===== src/include/icc_pkg.sv =====
// Constants, types and helpers of the interrupt control block
// Assumes one 250 MHz clock and a synchronous active-low reset
package icc_pkg;

    // ****************************************
    // Register offsets
    // ****************************************
    localparam logic [7:0]  ICC_OFS_CTRL    = 8'h00;
    localparam logic [7:0]  ICC_OFS_FLAGS   = 8'h04;
    localparam logic [7:0]  ICC_OFS_ENABLE  = 8'h08;
    localparam logic [7:0]  ICC_OFS_PRIO    = 8'h0C;
    localparam logic [7:0]  ICC_OFS_RELOAD  = 8'h10;
    localparam logic [7:0]  ICC_OFS_STATUS  = 8'h14;
    localparam logic [7:0]  ICC_OFS_MASK    = 8'h18;
    localparam logic [7:0]  ICC_OFS_PEND    = 8'h1C;

    // ****************************************
    // Field layout
    // ****************************************
    localparam int          ICC_SS_BIT      = 16;
    localparam int          ICC_MULTI_VECTOR_SELECT_BIT    = 12;
    localparam int          ICC_THR_LO      = 8;
    localparam int          ICC_THR_W       = 3;
    localparam int          ICC_EXT_N       = 5;
    localparam int          ICC_SRC_N       = 32;
    localparam int          ICC_VEC_W       = 5;
    localparam int          ICC_PRIO_W      = 24;
    localparam int          ICC_GRP_SZ      = 4;
    localparam int          ICC_RELOAD_W    = 16;
    localparam int          ICC_EV_N        = 2;
    localparam int          ICC_EV_PROX     = 0;
    localparam int          ICC_EV_EXT      = 1;
    localparam logic [31:0] ICC_CTRL_MASK   = 32'h0001171F;

    // ****************************************
    // Reset values
    // ****************************************
    localparam logic [31:0] ICC_CTRL_RST    = 32'h00000000;
    localparam logic [31:0] ICC_FLAGS_RST   = 32'h00000000;
    localparam logic [31:0] ICC_ENABLE_RST  = 32'h00000000;
    localparam logic [23:0] ICC_PRIO_RST    = 24'h000000;
    localparam logic [15:0] ICC_RELOAD_RST  = 16'h0010;
    localparam logic [1:0]  ICC_EV_RST      = 2'h0;

    // ****************************************
    // Types
    // ****************************************
    typedef enum logic [0:0]
    {
        ICC_T_IDLE = 1'b0,
        ICC_T_RUN  = 1'b1
    } icc_tstate_t;

    // Group priority of one source, four sources per group
    function automatic logic [2:0] icc_src_prio
    (
        input logic [23:0] prio,
        input int          idx
    );
        icc_src_prio = prio[ICC_THR_W * (idx / ICC_GRP_SZ) +: ICC_THR_W];
    endfunction

endpackage


===== src/include/icc_prox_if.sv =====
// Link between the control logic and the proximity timer
// Assumes both ends sit on the same core clock
`timescale 1ns/1ps
interface icc_prox_if
    import icc_pkg::*;
();
    logic                    start;
    logic [ICC_RELOAD_W-1:0] reload;
    logic                    busy;
    logic                    expire;

    modport ctrl
    (
        output start,
        output reload,
        input  busy,
        input  expire
    );

    modport timer
    (
        input  start,
        input  reload,
        output busy,
        output expire
    );
endinterface


===== src/hw/icc_edge_sync.sv =====
// Pin synchroniser and polarity edge detector, five inputs
// Assumes pins are asynchronous to the core clock
`timescale 1ns/1ps
module icc_edge_sync
    import icc_pkg::*;
(
    input  wire logic                 clk,
    input  wire logic                 rst_n,
    input  wire logic [ICC_EXT_N-1:0] pin,
    input  wire logic [ICC_EXT_N-1:0] pol,
    output      logic [ICC_EXT_N-1:0] edge_pulse
);
    logic [ICC_EXT_N-1:0] s1_r;
    logic [ICC_EXT_N-1:0] s2_r;
    logic [ICC_EXT_N-1:0] s3_r;
    logic [ICC_EXT_N-1:0] filt_r;
    logic [ICC_EXT_N-1:0] filt_nxt;
    logic [ICC_EXT_N-1:0] edge_r;

    always_ff @(posedge clk)
    begin
        if (!rst_n)
        begin
            s1_r <= '0;
            s2_r <= '0;
            s3_r <= '0;
        end
        else
        begin
            s1_r <= pin;
            s2_r <= s1_r;
            s3_r <= s2_r;
        end
    end

    // Level accepted only when stages two and three agree
    always_comb
    begin
        filt_nxt = (~(s2_r ^ s3_r) & s3_r) | ((s2_r ^ s3_r) & filt_r);
    end

    always_ff @(posedge clk)
    begin
        if (!rst_n)
        begin
            filt_r <= '0;
            edge_r <= '0;
        end
        else
        begin
            filt_r <= filt_nxt;
            edge_r <= (pol & filt_nxt & ~filt_r)
                    | (~pol & ~filt_nxt & filt_r);
        end
    end

    assign edge_pulse = edge_r;
endmodule


===== src/hw/icc_prox_timer.sv =====
// Interrupt proximity timer, reloadable down counter
// Assumes start is a same-clock level from the control logic
`timescale 1ns/1ps
module icc_prox_timer
    import icc_pkg::*;
(
    input  wire logic clk,
    input  wire logic rst_n,
    icc_prox_if.timer px
);
    icc_tstate_t             state_r;
    logic [ICC_RELOAD_W-1:0] cnt_r;
    logic                    expire_r;

    // Runs for reload cycles once started, one cycle when reload is zero
    always_ff @(posedge clk)
    begin
        if (!rst_n)
        begin
            state_r <= ICC_T_IDLE;
            cnt_r   <= '0;
        end
        else
        begin
            case (state_r)
                ICC_T_IDLE:
                begin
                    if (px.start)
                    begin
                        state_r <= ICC_T_RUN;
                        cnt_r   <= (px.reload == '0) ? 16'h0001 : px.reload;
                    end
                end
                ICC_T_RUN:
                begin
                    if (cnt_r == 16'h0001)
                        state_r <= ICC_T_IDLE;
                    else
                        cnt_r <= cnt_r - 16'h0001;
                end
                default:
                    state_r <= ICC_T_IDLE;
            endcase
        end
    end

    always_ff @(posedge clk)
    begin
        if (!rst_n)
            expire_r <= 1'b0;
        else
            expire_r <= (state_r == ICC_T_RUN) && (cnt_r == 16'h0001);
    end

    assign px.busy   = (state_r == ICC_T_RUN);
    assign px.expire = expire_r;
endmodule


===== src/hw/icc_top.sv =====
// Interrupt control: control word, flags, enables, proximity timer
// Assumes a one-cycle strobe register port on the core clock
`timescale 1ns/1ps
module icc_top
    import icc_pkg::*;
(
    input  wire logic                 CORE_CLK,
    input  wire logic                 RESETN,
    input  wire logic [7:0]           REG_ADDR,
    input  wire logic [31:0]          REG_WDATA,
    input  wire logic                 REG_WR,
    input  wire logic                 REG_RD,
    output      logic [31:0]          REG_RDATA,
    input  wire logic [ICC_EXT_N-1:0] EXT_IRQ,
    input  wire logic [ICC_SRC_N-1:0] SRC_REQ,
    output      logic                 CORE_IRQ,
    output      logic [ICC_VEC_W-1:0] VEC_NUM,
    output      logic                 VEC_MULTI,
    output      logic                 VEC_SHADOW,
    output      logic                 PROX_BUSY,
    output      logic                 IRQ
);
    // ****************************************
    // Declarations
    // ****************************************
    logic [31:0]             ctrl_r;
    logic [ICC_SRC_N-1:0]    flags_r;
    logic [ICC_SRC_N-1:0]    flags_nxt;
    logic [ICC_SRC_N-1:0]    enable_r;
    logic [ICC_PRIO_W-1:0]   prio_r;
    logic [ICC_RELOAD_W-1:0] reload_r;
    logic [ICC_EV_N-1:0]     status_r;
    logic [ICC_EV_N-1:0]     status_nxt;
    logic [ICC_EV_N-1:0]     mask_r;
    logic [31:0]             rdata_r;
    logic [31:0]             rdata_nxt;
    logic                    core_irq_r;
    logic [ICC_VEC_W-1:0]    vec_num_r;
    logic                    shadow_r;
    logic                    prox_busy_r;
    logic                    irq_r;
    logic [ICC_EXT_N-1:0]    ext_edge;
    logic [ICC_SRC_N-1:0]    set_vec;
    logic [ICC_SRC_N-1:0]    pend;
    logic [ICC_THR_W-1:0]    thr;
    logic                    start_hit;
    logic [ICC_THR_W-1:0]    best_prio;
    logic [ICC_VEC_W-1:0]    best_idx;
    logic                    wr_ctrl;
    logic                    wr_flags;
    logic                    wr_enable;
    logic                    wr_prio;
    logic                    wr_reload;
    logic                    wr_status;
    logic                    wr_mask;
    logic [ICC_EV_N-1:0]     events;

    icc_prox_if px_if ();

    // ****************************************
    // Submodules
    // ****************************************
    icc_edge_sync u_sync
    (
        .clk        (CORE_CLK),
        .rst_n      (RESETN),
        .pin        (EXT_IRQ),
        .pol        (ctrl_r[ICC_EXT_N-1:0]),
        .edge_pulse (ext_edge)
    );

    icc_prox_timer u_tmr
    (
        .clk   (CORE_CLK),
        .rst_n (RESETN),
        .px    (px_if.timer)
    );

    // ****************************************
    // Write decode
    // ****************************************
    always_comb
    begin
        wr_ctrl   = 1'b0;
        wr_flags  = 1'b0;
        wr_enable = 1'b0;
        wr_prio   = 1'b0;
        wr_reload = 1'b0;
        wr_status = 1'b0;
        wr_mask   = 1'b0;
        if (REG_WR && REG_ADDR == ICC_OFS_CTRL)
            wr_ctrl = 1'b1;
        else if (REG_WR && REG_ADDR == ICC_OFS_FLAGS)
            wr_flags = 1'b1;
        else if (REG_WR && REG_ADDR == ICC_OFS_ENABLE)
            wr_enable = 1'b1;
        else if (REG_WR && REG_ADDR == ICC_OFS_PRIO)
            wr_prio = 1'b1;
        else if (REG_WR && REG_ADDR == ICC_OFS_RELOAD)
            wr_reload = 1'b1;
        else if (REG_WR && REG_ADDR == ICC_OFS_STATUS)
            wr_status = 1'b1;
        else if (REG_WR && REG_ADDR == ICC_OFS_MASK)
            wr_mask = 1'b1;
    end

    // ****************************************
    // Control word
    // ****************************************
    // Unimplemented positions never stored
    always_ff @(posedge CORE_CLK)
    begin
        if (!RESETN)
            ctrl_r <= ICC_CTRL_RST;
        else if (wr_ctrl)
            ctrl_r <= REG_WDATA & ICC_CTRL_MASK;
    end

    assign thr = ctrl_r[ICC_THR_LO +: ICC_THR_W];

    // Shadow set only with the single vector
    always_ff @(posedge CORE_CLK)
    begin
        if (!RESETN)
            shadow_r <= 1'b0;
        else
            shadow_r <= ctrl_r[ICC_SS_BIT] & ~ctrl_r[ICC_MULTI_VECTOR_SELECT_BIT];
    end

    // ****************************************
    // Request flags and enables
    // ****************************************
    always_comb
    begin
        set_vec = SRC_REQ;
        set_vec[ICC_EXT_N-1:0] = SRC_REQ[ICC_EXT_N-1:0] | ext_edge;
    end

    // Hardware set wins over software write
    always_comb
    begin
        flags_nxt = (wr_flags ? REG_WDATA : flags_r) | set_vec;
    end

    always_ff @(posedge CORE_CLK)
    begin
        if (!RESETN)
            flags_r <= ICC_FLAGS_RST;
        else
            flags_r <= flags_nxt;
    end

    always_ff @(posedge CORE_CLK)
    begin
        if (!RESETN)
            enable_r <= ICC_ENABLE_RST;
        else if (wr_enable)
            enable_r <= REG_WDATA;
    end

    always_ff @(posedge CORE_CLK)
    begin
        if (!RESETN)
            prio_r <= ICC_PRIO_RST;
        else if (wr_prio)
            prio_r <= REG_WDATA[ICC_PRIO_W-1:0];
    end

    always_ff @(posedge CORE_CLK)
    begin
        if (!RESETN)
            reload_r <= ICC_RELOAD_RST;
        else if (wr_reload)
            reload_r <= REG_WDATA[ICC_RELOAD_W-1:0];
    end

    assign pend = flags_r & enable_r;

    // ****************************************
    // Proximity start
    // ****************************************
    // Enabled request at priority one to threshold
    always_comb
    begin
        start_hit = 1'b0;
        for (int i = 0; i < ICC_SRC_N; i++)
        begin
            if (set_vec[i] && enable_r[i] && thr != '0
                && icc_src_prio(prio_r, i) != '0
                && icc_src_prio(prio_r, i) <= thr)
                start_hit = 1'b1;
        end
    end

    assign px_if.start  = start_hit;
    assign px_if.reload = reload_r;

    always_ff @(posedge CORE_CLK)
    begin
        if (!RESETN)
            prox_busy_r <= 1'b0;
        else
            prox_busy_r <= px_if.busy;
    end

    // ****************************************
    // Vector selection
    // ****************************************
    // Highest group priority wins, lowest index on a tie
    always_comb
    begin
        best_prio = '0;
        best_idx  = '0;
        for (int i = 0; i < ICC_SRC_N; i++)
        begin
            if (pend[i] && icc_src_prio(prio_r, i) > best_prio)
            begin
                best_prio = icc_src_prio(prio_r, i);
                best_idx  = ICC_VEC_W'(i);
            end
        end
    end

    // Vector number only in multi-vector mode
    always_ff @(posedge CORE_CLK)
    begin
        if (!RESETN)
            vec_num_r <= '0;
        else
            vec_num_r <= ctrl_r[ICC_MULTI_VECTOR_SELECT_BIT] ? best_idx : '0;
    end

    // Core request held off while coalescing
    always_ff @(posedge CORE_CLK)
    begin
        if (!RESETN)
            core_irq_r <= 1'b0;
        else
            core_irq_r <= (|pend) & ~px_if.busy;
    end

    // ****************************************
    // Event status, mask, interrupt
    // ****************************************
    always_comb
    begin
        events = '0;
        events[ICC_EV_PROX] = px_if.expire;
        events[ICC_EV_EXT]  = |ext_edge;
        status_nxt = status_r;
        if (wr_status)
            status_nxt = status_r & ~REG_WDATA[ICC_EV_N-1:0];
        status_nxt = status_nxt | events;
    end

    always_ff @(posedge CORE_CLK)
    begin
        if (!RESETN)
            status_r <= ICC_EV_RST;
        else
            status_r <= status_nxt;
    end

    always_ff @(posedge CORE_CLK)
    begin
        if (!RESETN)
            mask_r <= ICC_EV_RST;
        else if (wr_mask)
            mask_r <= REG_WDATA[ICC_EV_N-1:0];
    end

    always_ff @(posedge CORE_CLK)
    begin
        if (!RESETN)
            irq_r <= 1'b0;
        else
            irq_r <= |(status_r & mask_r);
    end

    // ****************************************
    // Read port
    // ****************************************
    always_comb
    begin
        rdata_nxt = '0;
        if (!REG_RD)
            rdata_nxt = '0;
        else if (REG_ADDR == ICC_OFS_CTRL)
            rdata_nxt = ctrl_r;
        else if (REG_ADDR == ICC_OFS_FLAGS)
            rdata_nxt = flags_r;
        else if (REG_ADDR == ICC_OFS_ENABLE)
            rdata_nxt = enable_r;
        else if (REG_ADDR == ICC_OFS_PRIO)
            rdata_nxt = {8'h00, prio_r};
        else if (REG_ADDR == ICC_OFS_RELOAD)
            rdata_nxt = {16'h0000, reload_r};
        else if (REG_ADDR == ICC_OFS_STATUS)
            rdata_nxt = {30'h0, status_r};
        else if (REG_ADDR == ICC_OFS_MASK)
            rdata_nxt = {30'h0, mask_r};
        else if (REG_ADDR == ICC_OFS_PEND)
            rdata_nxt = pend;
    end

    always_ff @(posedge CORE_CLK)
    begin
        if (!RESETN)
            rdata_r <= '0;
        else
            rdata_r <= rdata_nxt;
    end

    assign REG_RDATA  = rdata_r;
    assign CORE_IRQ   = core_irq_r;
    assign VEC_NUM    = vec_num_r;
    assign VEC_MULTI  = ctrl_r[ICC_MULTI_VECTOR_SELECT_BIT];
    assign VEC_SHADOW = shadow_r;
    assign PROX_BUSY  = prox_busy_r;
    assign IRQ        = irq_r;
endmodule


===== config.mk =====
export PLATFORM = sky130hd
export DESIGN_NAME = icc_top
export DESIGN_NICKNAME = d
export VERILOG_FILES = /design/src/include/icc_pkg.sv /design/src/include/icc_prox_if.sv /design/src/hw/icc_edge_sync.sv /design/src/hw/icc_prox_timer.sv /design/src/hw/icc_top.sv
export SDC_FILE = /design/constraint.sdc
export NUM_CORES = 1
export LEC_CHECK = 0
export ABC_AREA = 1
export BUFFER_PORTS_ARGS = -buffer_cell sky130_fd_sc_hd__buf_2
export CAP_MARGIN = 20
export CORE_ASPECT_RATIO = 1.5
export CORE_MARGIN = 5
export CORE_UTILIZATION = 35
export DETAILED_ROUTE_END_ITERATION = 10
export MAX_ROUTING_LAYER = met4
export PLACE_DENSITY = 0.62
export SLEW_MARGIN = 40
export SYNTH_ARGS = -nofsm -noshare
export SYNTH_HDL_FRONTEND = slang
export SYNTH_SLANG_ARGS = --single-unit

===== constraint.sdc =====
create_clock -name CORE_CLK -period 25.9 [get_ports CORE_CLK]
set_input_delay 0 -clock CORE_CLK [delete_from_list [all_inputs] [get_ports CORE_CLK]]
set_output_delay 0 -clock CORE_CLK [all_outputs]
set_load 0.005 [all_outputs]

# ---- After elaboration in Yosys (flattened, before gate mapping)
# Index checks and enable logic that the tools add are counted.
dict set report word_totals {
  input_bits 81
  regBits 202
  word_cells 423
  out_inout_bits 42
}
dict set report classes {
  order_cmp 40
  bitwise 25
  mux 139
  n_eq_ne 10
  addsub 1
  n_reduce_logical 186
}
# operator count
set op_table {}
lappend op_table {{32-bit two-way mux} 8}
lappend op_table {{1-bit logical AND} 168}
lappend op_table {{5-bit two-way mux} 30}
lappend op_table {{3-bit greater-than comparator} 31}
lappend op_table {{3-bit two-way mux} 31}
lappend op_table {{1-bit two-way mux} 63}
lappend op_table {{16-bit two-way mux} 3}
lappend op_table {{32-bit bitwise AND} 1}
lappend op_table {{8-bit by 5-bit equality test with 1-bit output (second input constant)} 4}
lappend op_table {{32-bit OR} 1}
lappend op_table {{16-bit one-hot mux with 2 select lines} 1}
lappend op_table {{32-bit OR reduction} 1}
lappend op_table {{5-bit bitwise AND} 6}
lappend op_table {{3-bit nonzero test} 9}
lappend op_table {{3-bit less-or-equal comparator} 8}
lappend op_table {{5-bit inverter} 4}
lappend op_table {{17-bit two-way mux} 1}
lappend op_table {{16-bit by 1-bit equality test with 1-bit output (second input constant)} 1}
lappend op_table {{8-bit by 4-bit equality test with 1-bit output (second input constant)} 2}
lappend op_table {{16-bit zero test} 1}
lappend op_table {{16-bit by 1-bit subtractor with 16-bit output (second input constant)} 1}
lappend op_table {{5-bit OR} 3}
lappend op_table {{8-bit by 3-bit equality test with 1-bit output (second input constant)} 1}
lappend op_table {{8-bit zero test} 1}
lappend op_table {{13 further kinds} 21}

# ---- Logic depth before layout (Yosys ltp)
# Gate-level depths: netlist of run 1.
dict set report logic_depth {
  ltp_word 96
  mapped_depth 222
}

# ---- Hierarchy
# A second synthesis of run 1 with hierarchy kept.
dict set report unflattened {
  hier_cells 1939
  area_unflattened_um2 13132.6
}
# mod area_each_um2 seq_area_each_um2 cells_per_inst n_inst
set modules_own_cells {}
lappend modules_own_cells {icc_top 10959.3 3183.1 1606 1}
lappend modules_own_cells {icc_prox_timer 1286.2 360.3 222 1}
lappend modules_own_cells {icc_edge_sync 887.1 500.5 111 1}

# ---- Worst setup path before layout of run 1
# Ideal clock, no wire load.
dict set report synth_path {
  kind {register to register}
  from {register enable_r[0]}
  to {register vec_num_r[4], in the netlist VEC_NUM[4]}
  path_buffers 8
  slack_ns 1.063
  required_ns 25.791
  path_stages_with_launch 158
  arrival_ns 24.728
  cell_sequence {dfxtp_1 nand2_1 nand2_1 nand2_1 nor2_1 ha_1 or2_1 a21oi_1 nor2_2 nor2_1 ha_1 or2_1 nand2_1 nand2_2 a21oi_1 ha_1 nand3_1 nand3_2 [... 122 more ...] nand2_1 nand2_1 ha_1 a21oi_1 o21ai_0 nand3_1 inv_1 nand2_1 nand2_1 ha_1 a21oi_1 o21ai_0 nand4_1 nand2_1 nor2_1 nand4_1 nand2_1 inv_1}
}
dict set report synth_via {
  elab_chain_cells 96
  elab_cells_between_ends 124
}
# item line
set synth_rtl {}
lappend synth_rtl {{start: declaration} icc_top.sv:29} ;# logic [ICC_SRC_N-1:0] enable_r;
lappend synth_rtl {{start signal: assignment} icc_top.sv:156} ;# enable_r <= ICC_ENABLE_RST;
lappend synth_rtl {{start signal: assignment} icc_top.sv:158} ;# enable_r <= REG_WDATA;
lappend synth_rtl {{32-bit bitwise AND (*)} icc_top.sv:177} ;# assign pend = flags_r & enable_r;
lappend synth_rtl {{1-bit logical AND (*)} icc_top.sv:216} ;# if (pend[i] && icc_src_prio(prio_r, i) > best_prio)
lappend synth_rtl {{3-bit two-way mux (*)} icc_top.sv:216}
lappend synth_rtl {{3-bit greater-than comparator} icc_top.sv:216}
lappend synth_rtl {{1-bit logical AND} icc_top.sv:216}
lappend synth_rtl {{3-bit two-way mux (*)} icc_top.sv:216}
lappend synth_rtl {{3-bit greater-than comparator} icc_top.sv:216}
lappend synth_rtl {{1-bit logical AND} icc_top.sv:216}
lappend synth_rtl {{[... 80 more ...]} --}
lappend synth_rtl {{1-bit logical AND} icc_top.sv:216}
lappend synth_rtl {{3-bit two-way mux} icc_top.sv:216}
lappend synth_rtl {{3-bit greater-than comparator} icc_top.sv:216}
lappend synth_rtl {{1-bit logical AND} icc_top.sv:216}
lappend synth_rtl {{3-bit two-way mux} icc_top.sv:216}
lappend synth_rtl {{3-bit greater-than comparator} icc_top.sv:216}
lappend synth_rtl {{1-bit logical AND} icc_top.sv:216}
lappend synth_rtl {{5-bit two-way mux (*)} icc_top.sv:216}
lappend synth_rtl {{end signal: assignment} icc_top.sv:230} ;# vec_num_r <= ctrl_r[ICC_MULTI_VECTOR_SELECT_BIT] ? best_idx : '0;
lappend synth_rtl {{end: declaration} icc_top.sv:38} ;# logic [ICC_VEC_W-1:0] vec_num_r;
# Every way passes the cells marked *; elsewhere a longest branch is shown, timed or not.
# A chain may end at the register's enable or synchronous reset.

# ---- Worst setup path in the final report of run 1
dict set report layout_path {
  from {register flags_r[0]}
  to {register vec_num_r[3], in the netlist VEC_NUM[3]}
}
dict set report layout_via {
  elab_chain_cells 96
  elab_cells_between_ends 124
}
# item line
set layout_rtl {}
lappend layout_rtl {{start: declaration} icc_top.sv:27} ;# logic [ICC_SRC_N-1:0] flags_r;
lappend layout_rtl {{start signal: assignment} icc_top.sv:150} ;# flags_r <= flags_nxt;
lappend layout_rtl {{32-bit bitwise AND (*)} icc_top.sv:177}
lappend layout_rtl {{1-bit logical AND (*)} icc_top.sv:216}
lappend layout_rtl {{3-bit two-way mux (*)} icc_top.sv:216}
lappend layout_rtl {{3-bit greater-than comparator} icc_top.sv:216}
lappend layout_rtl {{1-bit logical AND} icc_top.sv:216}
lappend layout_rtl {{3-bit two-way mux (*)} icc_top.sv:216}
lappend layout_rtl {{3-bit greater-than comparator} icc_top.sv:216}
lappend layout_rtl {{1-bit logical AND} icc_top.sv:216}
lappend layout_rtl {{[... 80 more ...]} --}
lappend layout_rtl {{1-bit logical AND} icc_top.sv:216}
lappend layout_rtl {{3-bit two-way mux} icc_top.sv:216}
lappend layout_rtl {{3-bit greater-than comparator} icc_top.sv:216}
lappend layout_rtl {{1-bit logical AND} icc_top.sv:216}
lappend layout_rtl {{3-bit two-way mux} icc_top.sv:216}
lappend layout_rtl {{3-bit greater-than comparator} icc_top.sv:216}
lappend layout_rtl {{1-bit logical AND} icc_top.sv:216}
lappend layout_rtl {{5-bit two-way mux (*)} icc_top.sv:216}
# Marked as above.

==> results.ini, run 1 <==
[sta]
clock_skew_ns = 0.0222
final.period_utilization_pct = 93.2
setup_ws_ns = 1.75
relSlewSlack_pct = 44.6
hold_slack_ns = 0.0688
period_minus_slack_ns = 24.15
tightestPinTransition_ns = 0.828
final-hold-violation-count = 0
slew_viol_final = 0
setup_viol = 0
fmax_mhz = 41.4

[synthesis]
syn_nets = 2011
synthDominantCellAreaShare_pct = 31.7
syn_area_sq_um = 12800
synth_cell_types = 55
synthCells = 1870
ys_ff_latch = 202
synth-edff-count = 0
synth_area_leaders = dfxtp_1, nand2_1, o21ai_0, inv_1, ha_1
synth-main-ff-cell = dfxtp_1
yosys_warnings = 0
synthArstFlopShare_pct = 0
ys_seq_area_share_pct = 31.7
synth.avg_cell_area_sq_um = 6.83
yosysTopAreaCell = dfxtp_1

[global_routing]
grt_pass1_vias = 13532
antenna_found_initial = 0
grt_util_all_layers_pct = 22.4
grt_pass1_wl_microns = 72100
grt_max_degree = 100
grt-ovfl-total = 0

[clock_tree]
clockRootBuffer = clkbuf_16
htree_levels = 1
cts_buffers = 23
clock-sinks = 202
cts_tree = yes
cts.clk_slew.worst_paths_ns = 0.06
worstSkewPairLatency_ns = 0.54
cts_buffer_depth = 3

[floorplanning]
rows = 85
dieArea_sq_um = 40500
start_util_pct = 35.5
die_y_microns = 244
die_x_microns = 166
io_pins = 123
core-area_sq_um = 35900

[power]
pwr-share-seq_pct = 45.5
power_mw = 0.702
power_density_nw_per_um2 = 43.9
p_leak_nw = 7.45
p_sw_share_pct = 23.5
p_sw_mw = 0.165
clockPowerShare_pct = 48.0
power.internal_mw = 0.537
p_comb_share_pct = 6.6
peakVddDrop_uv = 39.4

[setup_path]
start_kind = flip-flop
worst-path-max-fanout = 10
critPathRequiredTime_ns = 26.34
cp_slowest_cell = dfxtp_1
cp.arrival_ns = 24.58
r2r_start = flags_r[0]$_SDFF_PN0_
startpoint = flags_r[0]$_SDFF_PN0_
r2r_setup_slack_ns = 1.75
cpMostUsedCell = nand2_1
critical-path-max-stage-delay_ns = 0.37
end_kind = flip-flop
crit_type = flip-flop to flip-flop

[detailed_routing]
dr.pass1.iters = 6
first_iter_violations = 1053
drc = 0
ant_nets = 0
routedWlPerCell_microns = 17.8
via_count = 13754
wl_microns = 46100
viasPerCell = 5.30

[finish]
seqCellArea_sq_um = 4050
fillCellCount = 3774
drive_gt1_share_pct = 17.7
diodes = 0
multi_input_area_sq_um = 7540
area_growth_pct = 25.2
layout.nets = 2240
utilization_pct = 44.5
stdcell_count = 2594

[hold_path]
min_from = REG_ADDR[3]
hold_path_class = input port to flip-flop

[placement]
place.port_buffers = 122
dp_hpwl_microns = 33000
dpl.cell_count = 2426
post-place-ws_ns = -0.929
gp_congestion = 0.961

[flow_run]
maxCapViolCount = 0

[outcome]
outcome = complete, no violations

-- cell type report --
| class | count | share of cell area, % |
|---|---|---|
| Timing Repair Buffer | 272 | 12.7 |
| Sequential cell | 202 | 25.3 |
| Tap cell | 478 | 3.74 |
| Multi-Input combinational cell | 1335 | 47.2 |
| Clock buffer | 30 | 4.08 |
| Clock inverter | 12 | 0.806 |
| Inverter | 265 | 6.22 |
-- worst paths after layout --
kind | cells after the start | end
worst max-delay path | 174 | VEC_NUM[3]$_SDFF_PN0_
worst min-delay path | 7 | status_r[0]$_SDFF_PN0_
worst max register to register | 174 | VEC_NUM[3]$_SDFF_PN0_
worst min register to register | 2 | u_sync.s2_r[2]$_SDFF_PN0_
-- power by group through the flow --
stage / clock [mW] / sequential, mW / combinational (mW)
floorplan: 0 / 0.325 / 0.0160
global placement: 0 / 0.326 / 0.0299
detailed placement: 0 / 0.326 / 0.0305
CTS: 0.346 / 0.319 / 0.0447
global route: 0.358 / 0.320 / 0.0500
finish: 0.337 / 0.319 / 0.0460
-- critical path: cells and delay by family (launching register included) --
family / cells / cell delay [ns]
compound gates: 49 / 5.96
buf+inv: 4 / 0.24
simple gates: 92 / 8.82
flops: 1 / 0.37
fa+ha+maj: 29 / 8.59
-- registers in the layout, indices dropped and copies added (netlist names), 10 cells and up --
signal,cells
REG_RDATA,32
enable_r,32
flags_r,32
ctrl_r,10
u_tmr.cnt_r,16
px_if.reload,16
prio_r,24
-- cells in the mapped netlist, types with 16 or more instances --
library cell and n:
nand2_4 27, a31oi_1 16, nand2_2 51, o21ai_0 213, nand2_1 362, nand3_1 101, o22ai_1 16, clkbuf_1 58
o31ai_1 21, nand3_2 19, ha_1 60, nor2_1 144, a21oi_1 120, dfxtp_1 202, inv_1 260, nand4_1 25
a221oi_1 22
-- cell usage in the layout (no fill, tap or decap), drive strengths merged, types with 3 or more instances in the layout --
master | netlist | layout
o311ai | 3 | 3
dlygate4sd3 | 0 | 113
a311oi | 3 | 3
o211ai | 14 | 14
a32oi | 3 | 3
a21o | 4 | 4
buf | 10 | 159
dfxtp | 202 | 202
o21ai | 224 | 224
a31oi | 16 | 16
clkbuf | 58 | 30
o22ai | 16 | 16
nor4 | 6 | 6
clkinv | 3 | 10
nand2 | 440 | 440
nor3 | 15 | 15
ha | 60 | 60
nand4 | 25 | 25
o221ai | 3 | 3
o31ai | 21 | 21
nand3b | 8 | 8
inv | 262 | 263
a221oi | 22 | 22
a22o | 5 | 5
or2 | 12 | 12
a21oi | 140 | 140
nand3 | 120 | 120
nor2 | 157 | 157
-- what timing repair did --
item	4_1_cts	5_1_grt
hold buffers	113	0
buffers inserted	0	13
pin swaps	0	18
gates resized for setup	11	46
setup endpoints to repair	5	5
hold endpoints to repair	140	0
-- metal layers --
layer	vias to the layer above	track usage (%)	routed length (microns)
met3	131	2.53	2540
met4	0	11.4	2450
met2	488	40.2	23500
met1	6405	24.4	17600
li1	6730	-	-
met5	-	-	0
-- cell families after synthesis --
logic type / Yosys count / share of synthesized area (%)
DFF: 202 / 31.7
xor gates and xnor gates: 3 / 0.206
muxes: 1 / 0.0784
AOI/OAI and AO/OA: 486 / 22.7
buffers and inverters: 333 / 10.2
adders and majority gates: 60 / 5.88
and+or+nand+nor: 785 / 29.3
-- metrics by stage --
stage,instance area (sq um),TNS [ns]
2_1_floorplan,12800,0
3_3_place_gp,13900,0
3_5_place_dp,13900,-4.14
4_1_cts,15800,0
5_1_grt,16000,-0.389
6_report,16000,0
Power figures use the tool's default switching activity.
==> run 2: changes to the inputs <==
- CELL_PAD_IN_SITES_DETAIL_PLACEMENT: not set -> 1
- CELL_PAD_IN_SITES_GLOBAL_PLACEMENT: not set -> 2
- CORE_UTILIZATION: 35 -> 30
- PLACE_DENSITY: 0.62 -> 0.84
==> results.ini, run 2 (synthesis gave the netlist of run 1 again) <==
[global_routing]
grt_pass1_vias = 14775
grt.busiest_layer = met2
grt_pass1_wl_microns = 81100
grt_max_degree = 101
grt_use_met3_pct = 2.32
met1_usage_pct = 24.7
antenna_found_initial = 0
grt-ovfl-total = 0
grt_util_all_layers_pct = 22.3
use_met2_pct = 40.5

[detailed_routing]
drc = 0
dr.pass1.iters = 5
ant_nets = 0
routedWlPerCell_microns = 19.5
viasPerCell = 5.23
first_iter_violations = 636
via_count = 14080
wl_microns = 52600

[setup_path]
cpMostUsedCell = nand2_1
critical_path.top_delay_family = simple AND/OR/NAND/NOR gates
start_kind = flip-flop
cp_slowest_cell = ha_1
cp.arrival_ns = 24.65
r2r_setup_slack_ns = 1.72
end_kind = flip-flop
r2r-end = VEC_NUM[3]$_SDFF_PN0_
crit_type = flip-flop to flip-flop
path_depth = 172
cp-endpoint = VEC_NUM[3]$_SDFF_PN0_
critPathRequiredTime_ns = 26.37
critical-path-max-stage-delay_ns = 0.37
worst-path-max-fanout = 9
cp.buffers_inverters = 4
r2r_start = enable_r[1]$_SDFFE_PN0P_
ff2ff_path_depth = 172
startpoint = enable_r[1]$_SDFFE_PN0P_

[floorplanning]
io_pins = 123
start_util_pct = 30.3
dieArea_sq_um = 46900
core-area_sq_um = 42100
die_x_microns = 178
die_y_microns = 263
rows = 92

[sta]
final-hold-violation-count = 0
relSlewSlack_pct = 41.2
slew_viol_final = 0
final.period_utilization_pct = 93.4
period_minus_slack_ns = 24.18
tightestPinTransition_ns = 0.879
setup_viol = 0
setup_tns_ns = 0
hold_slack_ns = 0.0607
clock_skew_ns = 0.0305
fmax_mhz = 41.4

[placement]
gp_congestion = 0.913
place_area_sq_um = 14100
place.port_buffers = 122
dpl.cell_count = 2523
dp_hpwl_microns = 38100

[finish]
area_growth_pct = 27.8
finish.instance_area_sq_um = 16300
stdcell_count = 2694
diodes = 0
layout_commonest_cell = nand2_1
utilization_pct = 38.7
layout.nets = 2257
mostFrequentLayoutCells = nand2_1, inv_1, dfxtp_1
drive_gt1_share_pct = 19.0

[power]
power.internal_mw = 0.534
p_leak_nw = 7.54
clockPowerShare_pct = 48.2
p_sw_mw = 0.174
pwr-share-seq_pct = 45.1
power_density_nw_per_um2 = 43.3
peakVddDrop_uv = 44.3
p_comb_share_pct = 6.7
p_sw_share_pct = 24.6

[clock_tree]
clock-sinks = 202
cts_buffers = 23
cts_buffer_depth = 3
htree_levels = 1
worstSkewPairLatency_ns = 0.57
cts.clk_slew.worst_paths_ns = 0.06
cts_tree = yes
clockRootBuffer = clkbuf_16

[flow_run]
maxCapViolCount = 0

[hold_path]
hold_path_class = input port to flip-flop

[outcome]
outcome = complete, no violations

==> run 2: power groups by stage <==
| stage | clock, mW | combinational [mW] | sequential (mW) |
|---|---|---|---|
| 2_1_floorplan | 0 | 0.0160 | 0.325 |
| 3_3_place_gp | 0 | 0.0314 | 0.326 |
| 3_5_place_dp | 0 | 0.0324 | 0.326 |
| 4_1_cts | 0.349 | 0.0466 | 0.319 |
| 5_1_grt | 0.361 | 0.0513 | 0.320 |
| 6_report | 0.341 | 0.0474 | 0.319 |
==> run 2: per-stage QoR <==
step | power [mW] | setup WS, ns
after CTS | 0.714 | 0.0813
after global placement | 0.357 | 0.0260
after floorplan | 0.341 | 1.06
after global routing | 0.732 | -0.327
final | 0.707 | 1.72
after detailed placement | 0.358 | -1.32
==> run 2: tightest hold or removal path: cells and delay by family <==
kind | cells | cell delay, ns
compound gates | 2 | 0.21
buf+inv | 2 | 0.17
simple gates | 3 | 0.21
==> run 2: area by class of cell <==
type	count	area, sq um
inverter	265	995
clock inverter	8	114
timing repair buffer	289	2150
tap	564	706
clock buffer	31	646
fill	5361	25800
sequential	202	4050
multi-input combinational	1335	7660
==> run 2: how the worst min path moves through the flow <==
stage | from | endpoint | slack (ns) | cells after the start
detailed placement | EXT_IRQ[3] | u_sync.s1_r[3]$_SDFF_PN0_ | 0.19 | 3
floorplan | EXT_IRQ[0] | u_sync.s1_r[0]$_SDFF_PN0_ | 0.1 | 2
global route | REG_ADDR[3] | status_r[1]$_SDFF_PN0_ | 0.08 | 7
global placement | EXT_IRQ[0] | u_sync.s1_r[0]$_SDFF_PN0_ | 0.18 | 3
finish | REG_ADDR[3] | status_r[1]$_SDFF_PN0_ | 0.06 | 7
CTS | REG_ADDR[3] | status_r[1]$_SDFF_PN0_ | 0.03 | 7
==> run 2: layer usage <==
| metal | up-vias | routed length, microns |
|---|---|---|
| met2 | 308 | 27600 |
| met5 | - | 0 |
| met3 | 132 | 1980 |
| met4 | 0 | 2250 |
| li1 | 6736 | - |
| met1 | 6904 | 20800 |
==> run 2: repair_timing <==
action,4_1_cts,5_1_grt
hold endpoints to repair,142,0
hold buffers,112,0
gates resized for setup,17,61
buffers inserted,0,20
pin swaps,0,33
setup endpoints to repair,5,5
